==> src/dac_pkg.sv <==
// Shared constants, types and lookup for the dual decimator angle core
package dac_pkg;

  // ---------------------------------------------------------------
  // Clocking and rates
  // ---------------------------------------------------------------
  localparam int unsigned CLK_HZ      = 125_000_000;
  localparam int unsigned BIT_RATE_HZ = 500_000;
  localparam int unsigned BIT_DIV     = CLK_HZ / BIT_RATE_HZ;
  localparam int unsigned DIV_W       = $clog2(BIT_DIV);

  // ---------------------------------------------------------------
  // Decimation filter
  // ---------------------------------------------------------------
  localparam int unsigned OSR       = 128;
  localparam int unsigned DEC_W     = $clog2(OSR);
  localparam int unsigned ACC_W     = 24;
  localparam int unsigned ACC_SHIFT = 7;
  localparam int unsigned IN_W      = 15;
  localparam int unsigned N_STAGE   = 3;
  localparam int unsigned N_CHAN    = 2;
  localparam int unsigned CH_SIN    = 0;
  localparam int unsigned CH_COS    = 1;
  localparam int unsigned SETTLE    = 3;

  // ---------------------------------------------------------------
  // Angle computation and output word
  // ---------------------------------------------------------------
  localparam int unsigned CORD_W    = 18;
  localparam int unsigned PH_W      = 16;
  localparam int unsigned PH_DROP   = 3;
  localparam int unsigned N_ITER    = 14;
  localparam int unsigned ITER_W    = 4;
  localparam int unsigned ANG_W     = 13;
  localparam int unsigned OUT_W     = 14;
  localparam int unsigned ERR_BIT   = 13;
  localparam int unsigned FIFO_DEPTH = 8;
  localparam logic [PH_W-1:0] PH_HALF   = 16'h8000;
  localparam logic [1:0] ERR_NO_VALUE    = 2'h0;
  localparam logic [1:0] ERR_MAGNET_LOST = 2'h1;

  typedef struct packed {
    logic signed [IN_W-1:0] sin_word;
    logic signed [IN_W-1:0] cos_word;
  } dac_pair_s;

  typedef enum logic [1:0] {
    ST_IDLE = 2'h0,
    ST_ITER = 2'h1,
    ST_PUSH = 2'h3
  } dac_state_e;

  // Arctangent of 2^-i in units of a full turn over 2^16
  function automatic logic [PH_W-1:0] dac_atan(input logic [ITER_W-1:0] i);
    logic [PH_W-1:0] v;
    v = 16'h0000;
    unique case (i)
      4'h0: v = 16'h2000;
      4'h1: v = 16'h12E4;
      4'h2: v = 16'h09FB;
      4'h3: v = 16'h0511;
      4'h4: v = 16'h028B;
      4'h5: v = 16'h0146;
      4'h6: v = 16'h00A3;
      4'h7: v = 16'h0051;
      4'h8: v = 16'h0029;
      4'h9: v = 16'h0014;
      4'hA: v = 16'h000A;
      4'hB: v = 16'h0005;
      4'hC: v = 16'h0003;
      4'hD: v = 16'h0001;
      default: v = 16'h0000;
    endcase
    return v;
  endfunction : dac_atan

endpackage : dac_pkg

==> src/dac_core.sv <==
// Dual sine/cosine decimation filters with arctangent angle stage
// Overview of operation
// Sine and cosine each have their own bitstream input and filter.
// Each filter yields one sample per 128 bitstream samples.
// Bitstreams are sampled at about 500 kHz from an enable divider.
// Filters low-pass the bitstream before down-sampling.
// Each filter outputs a 15-bit word near 3.9 kHz.
// Angle is computed from the word pair by iterative arctangent.
// The angle has 13 bits of resolution.
// The full 13-bit code range spans 180 degrees.
// Each angle word is handed to the serial output stage.
// Reset clears filters, angle computation and output path.
// 14-bit word, code zero is 0 degrees, top bit low normally.
// On error top bit high, low two bits hold the error code.
// Magnet lost when both channel magnitudes are below threshold.
// Angle register updates once per sample pair and holds between; with the queue full it waits for a pop and drops older pairs.
module dac_core #(
  parameter int unsigned               FIFO_DEPTH_P = dac_pkg::FIFO_DEPTH,
  parameter logic [dac_pkg::IN_W-2:0]  LOST_THR     = 14'h0100
) (
  input  wire logic                    ref_clk,
  input  wire logic                    rst,
  input  wire logic                    sin_bit,
  input  wire logic                    cos_bit,
  output logic [dac_pkg::OUT_W-1:0]    angle_word,
  output dac_pkg::dac_pair_s           filt_pair,
  output logic                         filt_strobe,
  output logic [dac_pkg::OUT_W-1:0]    angle_data,
  output logic                         angle_valid,
  input  wire logic                    angle_ready
);
  import dac_pkg::*;

  typedef logic signed [ACC_W-1:0]  acc_t;
  typedef logic signed [CORD_W-1:0] cord_t;

  typedef struct packed {
    logic [N_CHAN-1:0][1:0]            sync;
    logic [DIV_W-1:0]                  div_cnt;
    logic [DEC_W-1:0]                  dec_cnt;
    logic [N_CHAN-1:0][N_STAGE-1:0][ACC_W-1:0] integ;
    logic [N_CHAN-1:0][N_STAGE-1:0][ACC_W-1:0] dly;
    dac_pair_s                         pair;
    logic                              pair_stb;
    dac_pair_s                         pend;
    logic                              pend_vld;
    dac_state_e                        state;
    logic [ITER_W-1:0]                 iter;
    logic [CORD_W-1:0]                 x;
    logic [CORD_W-1:0]                 y;
    logic [PH_W-1:0]                   z;
    logic                              lost;
    logic [1:0]                        settle;
    logic [OUT_W-1:0]                  angle;
    logic [OUT_W-1:0]                  result;
  } core_state_s;

  core_state_s       st_reg;
  core_state_s       st_next;
  logic [N_CHAN-1:0] bit_in;
  logic              fifo_in_ready;
  logic              fifo_in_valid;

  // ---------------------------------------------------------------
  // Helpers
  // ---------------------------------------------------------------
  // Magnitude below threshold; most negative code cannot be small
  function automatic logic is_small(input logic signed [IN_W-1:0] w);
    logic [IN_W-1:0] mag;
    mag = w[IN_W-1] ? IN_W'(-w) : IN_W'(w);
    return (mag < {1'b0, LOST_THR});
  endfunction : is_small

  // Comb output scaled to 15 bits with positive full scale clamped
  function automatic logic [IN_W-1:0] scale_word(input acc_t c);
    acc_t s;
    s = c >>> ACC_SHIFT;
    if (s > acc_t'((1 << (IN_W - 1)) - 1)) begin
      return IN_W'((1 << (IN_W - 1)) - 1);
    end
    return s[IN_W-1:0];
  endfunction : scale_word

  assign bit_in[CH_SIN] = sin_bit;
  assign bit_in[CH_COS] = cos_bit;

  // ---------------------------------------------------------------
  // Next-state logic
  // ---------------------------------------------------------------
  always_comb begin
    logic              bit_en;
    acc_t              step;
    acc_t              c0;
    acc_t              c1;
    acc_t              c2;
    cord_t             xs;
    cord_t             ys;
    dac_pair_s         p;
    logic [ANG_W-1:0]  ang;
    logic [PH_W-1:0]   zr;
    bit_en = 1'b0;
    step = '0;
    c0 = '0;
    c1 = '0;
    c2 = '0;
    xs = '0;
    ys = '0;
    p = '0;
    ang = '0;
    zr = '0;
    fifo_in_valid = 1'b0;
    st_next = st_reg;
    st_next.pair_stb = 1'b0;

    // Bitstream pins come from another domain: two stages first
    for (int ch = 0; ch < N_CHAN; ch++) begin
      st_next.sync[ch] = {st_reg.sync[ch][0], bit_in[ch]};
    end

    // Bit-rate enable; the filters advance only on this pulse
    bit_en = (st_reg.div_cnt == DIV_W'(BIT_DIV - 1));
    st_next.div_cnt = bit_en ? '0 : st_reg.div_cnt + 1'b1;

    // Third-order sinc: integrate +/-1 at bit rate, comb at 1/128
    if (bit_en) begin
      st_next.dec_cnt = st_reg.dec_cnt + 1'b1;
      for (int ch = 0; ch < N_CHAN; ch++) begin
        step = st_reg.sync[ch][1] ? acc_t'(1) : acc_t'(-1);
        st_next.integ[ch][0] = st_reg.integ[ch][0] + step;
        st_next.integ[ch][1] = st_reg.integ[ch][1] + st_reg.integ[ch][0];
        st_next.integ[ch][2] = st_reg.integ[ch][2] + st_reg.integ[ch][1];
      end
      if (st_reg.dec_cnt == DEC_W'(OSR - 1)) begin
        for (int ch = 0; ch < N_CHAN; ch++) begin
          c0 = st_reg.integ[ch][2] - st_reg.dly[ch][0];
          c1 = c0 - st_reg.dly[ch][1];
          c2 = c1 - st_reg.dly[ch][2];
          st_next.dly[ch][0] = st_reg.integ[ch][2];
          st_next.dly[ch][1] = c0;
          st_next.dly[ch][2] = c1;
          if (ch == CH_SIN) begin
            st_next.pair.sin_word = scale_word(c2);
          end else begin
            st_next.pair.cos_word = scale_word(c2);
          end
        end
        st_next.pair_stb = 1'b1;
      end
    end

    // Angle engine: x half-plane fold, then vectoring iterations
    unique case (st_reg.state)
      ST_IDLE: begin
        if (st_reg.pend_vld) begin
          p = st_reg.pend;
          st_next.pend_vld = 1'b0;
          st_next.lost = is_small(p.sin_word) && is_small(p.cos_word);
          xs = CORD_W'(p.cos_word);
          ys = CORD_W'(p.sin_word);
          if (xs < 0) begin
            st_next.x = -xs;
            st_next.y = -ys;
            st_next.z = PH_HALF;
          end else begin
            st_next.x = xs;
            st_next.y = ys;
            st_next.z = '0;
          end
          st_next.iter = '0;
          st_next.state = ST_ITER;
        end
      end
      ST_ITER: begin
        xs = cord_t'(st_reg.x);
        ys = cord_t'(st_reg.y);
        if (!ys[CORD_W-1]) begin
          st_next.x = xs + (ys >>> st_reg.iter);
          st_next.y = ys - (xs >>> st_reg.iter);
          st_next.z = st_reg.z + dac_atan(st_reg.iter);
        end else begin
          st_next.x = xs - (ys >>> st_reg.iter);
          st_next.y = ys + (xs >>> st_reg.iter);
          st_next.z = st_reg.z - dac_atan(st_reg.iter);
        end
        st_next.iter = st_reg.iter + 1'b1;
        if (st_reg.iter == ITER_W'(N_ITER - 1)) begin
          st_next.state = ST_PUSH;
        end
      end
      ST_PUSH: begin
        // Inputs carry twice the mechanical angle, so one turn of
        // phase is 180 degrees of output code
        zr = st_reg.z + PH_W'(1 << (PH_DROP - 1));
        ang = zr[PH_W-1:PH_DROP];
        if (st_reg.settle != 2'(SETTLE)) begin
          st_next.result = {1'b1, {(OUT_W-3){1'b0}}, ERR_NO_VALUE};
        end else if (st_reg.lost) begin
          st_next.result = {1'b1, ang[ANG_W-1:2], ERR_MAGNET_LOST};
        end else begin
          st_next.result = {1'b0, ang};
        end
        st_next.state = ST_IDLE;
      end
    endcase

    // Hand-off waits for room so no angle word is silently dropped;
    // iter keeps its end count until the queue takes the word
    if (st_reg.state == ST_IDLE && st_reg.iter == ITER_W'(N_ITER)) begin
      fifo_in_valid = 1'b1;
      st_next.iter = st_reg.iter;
      if (fifo_in_ready) begin
        st_next.angle = st_reg.result;
        st_next.iter = '0;
        if (st_reg.settle != 2'(SETTLE)) begin
          st_next.settle = st_reg.settle + 1'b1;
        end
      end
      st_next.state = ST_IDLE;
      st_next.pend_vld = st_reg.pend_vld;
    end

    // A new pair replaces an unstarted one; set wins over the clear
    if (st_reg.pair_stb) begin
      st_next.pend = st_reg.pair;
      st_next.pend_vld = 1'b1;
    end
  end

  // ---------------------------------------------------------------
  // State register
  // ---------------------------------------------------------------
  always_ff @(posedge ref_clk or posedge rst) begin
    if (rst) begin
      st_reg <= '0;
      st_reg.angle <= {1'b1, {(OUT_W-3){1'b0}}, ERR_NO_VALUE};
      st_reg.result <= {1'b1, {(OUT_W-3){1'b0}}, ERR_NO_VALUE};
    end else begin
      st_reg <= st_next;
    end
  end

  assign angle_word  = st_reg.angle;
  assign filt_pair   = st_reg.pair;
  assign filt_strobe = st_reg.pair_stb;

  // ---------------------------------------------------------------
  // Output buffer toward the serial stage
  // ---------------------------------------------------------------
  dac_fifo #(
    .WIDTH (OUT_W),
    .DEPTH (FIFO_DEPTH_P)
  ) u_fifo (
    .ref_clk   (ref_clk),
    .rst       (rst),
    .in_data   (st_reg.result),
    .in_valid  (fifo_in_valid),
    .in_ready  (fifo_in_ready),
    .out_data  (angle_data),
    .out_valid (angle_valid),
    .out_ready (angle_ready)
  );

endmodule : dac_core

==> src/dac_fifo.sv <==
// Parameterised valid/ready FIFO for angle words
module dac_fifo #(
  parameter int unsigned WIDTH = 14,
  parameter int unsigned DEPTH = 8
) (
  input  wire logic             ref_clk,
  input  wire logic             rst,
  input  wire logic [WIDTH-1:0] in_data,
  input  wire logic             in_valid,
  output logic                  in_ready,
  output logic      [WIDTH-1:0] out_data,
  output logic                  out_valid,
  input  wire logic             out_ready
);
  import dac_pkg::*;

  localparam int unsigned PTR_W = $clog2(DEPTH);
  localparam int unsigned CNT_W = PTR_W + 1;

  typedef struct packed {
    logic [DEPTH-1:0][WIDTH-1:0] mem;
    logic [PTR_W-1:0]            wr_ptr;
    logic [PTR_W-1:0]            rd_ptr;
    logic [CNT_W-1:0]            count;
  } fifo_state_s;

  fifo_state_s st_reg;
  fifo_state_s st_next;
  logic        do_push;
  logic        do_pop;

  // ---------------------------------------------------------------
  // Handshakes
  // ---------------------------------------------------------------
  assign in_ready  = (st_reg.count != CNT_W'(DEPTH));
  assign out_valid = (st_reg.count != '0);
  assign out_data  = st_reg.mem[st_reg.rd_ptr];
  assign do_push   = in_valid && in_ready;
  assign do_pop    = out_valid && out_ready;

  // Pointer wrap is explicit so DEPTH need not be a power of two
  always_comb begin
    st_next = st_reg;
    if (do_push) begin
      st_next.mem[st_reg.wr_ptr] = in_data;
      st_next.wr_ptr = (st_reg.wr_ptr == PTR_W'(DEPTH - 1)) ? '0 :
                       st_reg.wr_ptr + 1'b1;
    end
    if (do_pop) begin
      st_next.rd_ptr = (st_reg.rd_ptr == PTR_W'(DEPTH - 1)) ? '0 :
                       st_reg.rd_ptr + 1'b1;
    end
    if (do_push && !do_pop) begin
      st_next.count = st_reg.count + 1'b1;
    end else if (do_pop && !do_push) begin
      st_next.count = st_reg.count - 1'b1;
    end
  end

  // State register
  always_ff @(posedge ref_clk or posedge rst) begin
    if (rst) begin
      st_reg <= '0;
    end else begin
      st_reg <= st_next;
    end
  end

endmodule : dac_fifo

==> config.mk <==
export PLATFORM = sky130hd
export DESIGN_NAME = dac_core
export DESIGN_NICKNAME = d
export VERILOG_FILES = /design/src/dac_pkg.sv /design/src/dac_core.sv /design/src/dac_fifo.sv
export SDC_FILE = /design/constraint.sdc
export NUM_CORES = 2
export LEC_CHECK = 0
export ABC_AREA = 1
export ABC_CLOCK_PERIOD_IN_PS = 19000
export BUFFER_PORTS_ARGS = -buffer_cell sky130_fd_sc_hd__buf_4
export CORE_ASPECT_RATIO = 1.2
export CORE_UTILIZATION = 42
export CTS_BUF_LIST = sky130_fd_sc_hd__clkbuf_8
export DETAILED_ROUTE_END_ITERATION = 10
export PLACE_DENSITY_LB_ADDON = 0.15
export SYNTH_ARGS = -nofsm -noshare
export SYNTH_HDL_FRONTEND = slang
export SYNTH_HIERARCHICAL = 1
export SYNTH_SLANG_ARGS = --single-unit
export TNS_END_PERCENT = 1
==> constraint.sdc <==
create_clock -name ref_clk -period 19 [get_ports ref_clk]
set_clock_uncertainty 0.15 [all_clocks]
set_input_delay 0 -clock ref_clk [delete_from_list [all_inputs] [get_ports ref_clk]]
set_output_delay 0 -clock ref_clk [all_outputs]
set_load 0.02 [all_outputs]
==> reports/metrics.cfg <==
[global_route]
grt_max_degree=101
grt_pass1_vias=38940
grt-ovfl-total=0
track_usage=0.2325
antenna_found_initial=1
grt_pass1_wl_mm=201.6

[worst_setup_path]
worstPathRequired_ns=19.54
critPathLaunchType=flip-flop
end_kind=flip-flop
crit_type=flip-flop to flip-flop
cp_max_fo=15
arrival_ns=6.37

[synthesis]
avgSynthCellArea_um2=7.083
yosys.area.top_type=dfrtp_1
synth-edff-count=0
yosys_warnings=6
netlist_area_um2=44050
syn-num-nets=6583
ys_ff_latch=580
synth.top_cell.area_share=0.3283
ys.flop_type=dfrtp_1
synth_cell_type_count=65
async_flop_share=1.000
syn_inst=6220
ys_seq_area_frac=0.3295
synth_area_leaders=dfrtp_1 33%, nand2_1 14%, ha_1 9.8%

[finish]
nFillCells=10770
drive_gt1_frac=0.06817
layout_common_cells=1649 x nand2_1, 716 x inv_1, 577 x dfrtp_1, 518 x o21ai_0, 470 x nor2_1
final_common_cell=nand2_1
area_delta_synth_final_pct=8.566
largest_reg_flops=411
nets=6551

[clock_network]
cts_tree=yes
cts_resized=0
cts.sinks=580
cts_buffer_depth=3
ctsHtreeMaxLevel=3
cts_buffers=107
insertion_delay_ns=0.82
clk_pin_slew_ns=0.06
cts_setup_buffers=0
cts-root-buf=clkbuf_8
cts_hold_buf=8

[timing]
fin_crit_ns=5.826
tightestPinTransition_ns=1.090
hold_viol_final=0
finalCritPeriodShare=0.3066
final.setup.worst_slack_ns=13.17
final_max_slew_viol_count=0
tns_ns=0
relSlewSlack=0.2731
fmax_ghz=0.1717
rsz0062_at_grt=false
setup_viol=0

[run_status]
outcome=finished, final reports clean

[power]
leakage_nw=24.45
totalPowerFinal_mw=2.604
ir_drop_v=0.00004894
power_density_nw_per_um2=54.44

[run]
drv_cap=0

[route]
drc=0
via_per_inst=5.215
num_vias=39920
post_drt_wl_per_cell_um=16.17
antenna_left=0
dr.pass1.iters=6
first_iter_violations=2257
wl_mm=123.8

[floorplan]
dieArea_um2=106200
num_rows=129
core_area_um2=103500
num_io_pins=65
die_width_um=297.6
die_h_um=356.8
start_util=0.4258

[place]
numPortBuffers=64
gp_congestion=0.9377
dp_hpwl_mm=91.58
dp_slack_ns=13.24

[worst_hold_path]
hold_path_class=flip-flop to flip-flop

routing by layer:
metal	GRT usage	share of wire
met2	0.4243	0.50
met5	0	0
met3	0.02308	0.031
met1	0.2785	0.43
met4	0.09423	0.034
critical path, stage by stage, from the launching register on:
cell and delay [ns]:
dfrtp_1 0.39, ha_1 0.24, fa_1 0.45, o21ai_1 0.32, nand2_1 0.09, nand2_1 0.10
a21boi_0 0.13, o21ai_1 0.25, xnor2_1 0.17, inv_1 0.06, ha_1 0.34, a21oi_1 0.18
o21ai_0 0.09, a21oi_1 0.19, o21ai_1 0.14, a21oi_1 0.29, o21bai_1 0.12, xor2_1 0.17
ha_1 0.30, inv_1 0.10, nor3_1 0.26, nand2_1 0.10, or2_2 0.30, nand3_1 0.10
xor2_1 0.07, nand2_1 0.07, nand3_2 0.33, a21oi_1 0.24
cell type report:
| class | instances | area [um^2] | area share |
|---|---|---|---|
| multi-input combinational | 4677 | 25640 | 0.5361 |
| clock inverter | 52 | 359.1 | 0.007508 |
| clock buffer | 147 | 2023 | 0.04230 |
| tap | 1375 | 1720 | 0.03597 |
| sequential | 580 | 14520 | 0.3036 |
| inverter | 707 | 2674 | 0.05591 |
| timing repair buffer | 115 | 883.3 | 0.01847 |
| antenna | 2 | 5.005 | 0.0001046 |
power breakdown:
group	switching (mW)	internal, mW
registers	0.000198	1.24
clock network	0.586	0.734
logic	0.0387	0.00888
total	0.625	1.98
stage by stage:
stage | area (um^2) | utilization | std cells | hold slack [ns]
after CTS | 47820 | 0.4622 | 7653 | 0.1724
after detailed placement | 45360 | 0.4384 | 7446 | -0.02193
after global placement | 45360 | 0.4384 | 7446 | -0.02016
after floorplan | 44050 | - | 6220 | -0.1186
final | 47830 | 0.4623 | 7655 | 0.2030
after global routing | 47830 | 0.4623 | 7655 | 0.2084
worst paths after layout:
kind | start | to | slack, ns | cells after the start
min in group asynchronous | rst | st_reg[257] | 0.38 | 4
setup / recovery | st_reg[223] | filt_pair[10] | 13.17 | 27
hold reg to reg | st_next[457] | st_reg[457] | 0.20 | 0
max in group asynchronous | rst | filt_pair[27] | 15.35 | 7
hold / removal | st_next[457] | st_reg[457] | 0.20 | 0
setup reg to reg | st_reg[223] | filt_pair[10] | 13.17 | 27
logic make-up after synthesis:
kind of cell / count (synthesis) / synth area share
DFF: 580 / 0.3295
adders and majority gates: 358 / 0.1041
muxes: 1 / 0.0002556
xor gates and xnor gates: 246 / 0.04891
and+or+nand+nor: 2789 / 0.2678
buffers and inverters: 963 / 0.08944
AOI/OAI and AO/OA: 1283 / 0.1600
synth_stat cells (11+ instances only):
library cell  count
o211ai_1         14
a21oi_2          15
clkbuf_1        122
o31ai_1          14
a211oi_1         16
o21ai_1          45
or2_2            66
nand4_1         172
a21oi_1         451
o21ai_0         518
xnor2_1          98
a21o_1           16
nand2_1        1651
xor2_1          148
and2_1           11
clkbuf_2         14
o21bai_1         25
o22ai_1          15
ha_1            344
dfrtp_1         578
nor2_1          473
buf_2            32
buf_4            48
buf_1            29
nand2_2          12
nand3_1         282
nor4_1           12
o221ai_1         16
a31oi_1          80
o21a_1           18
fa_1             14
nor3_1           69
buf_6            11
inv_1           695
Power figures use the tool's default switching activity.
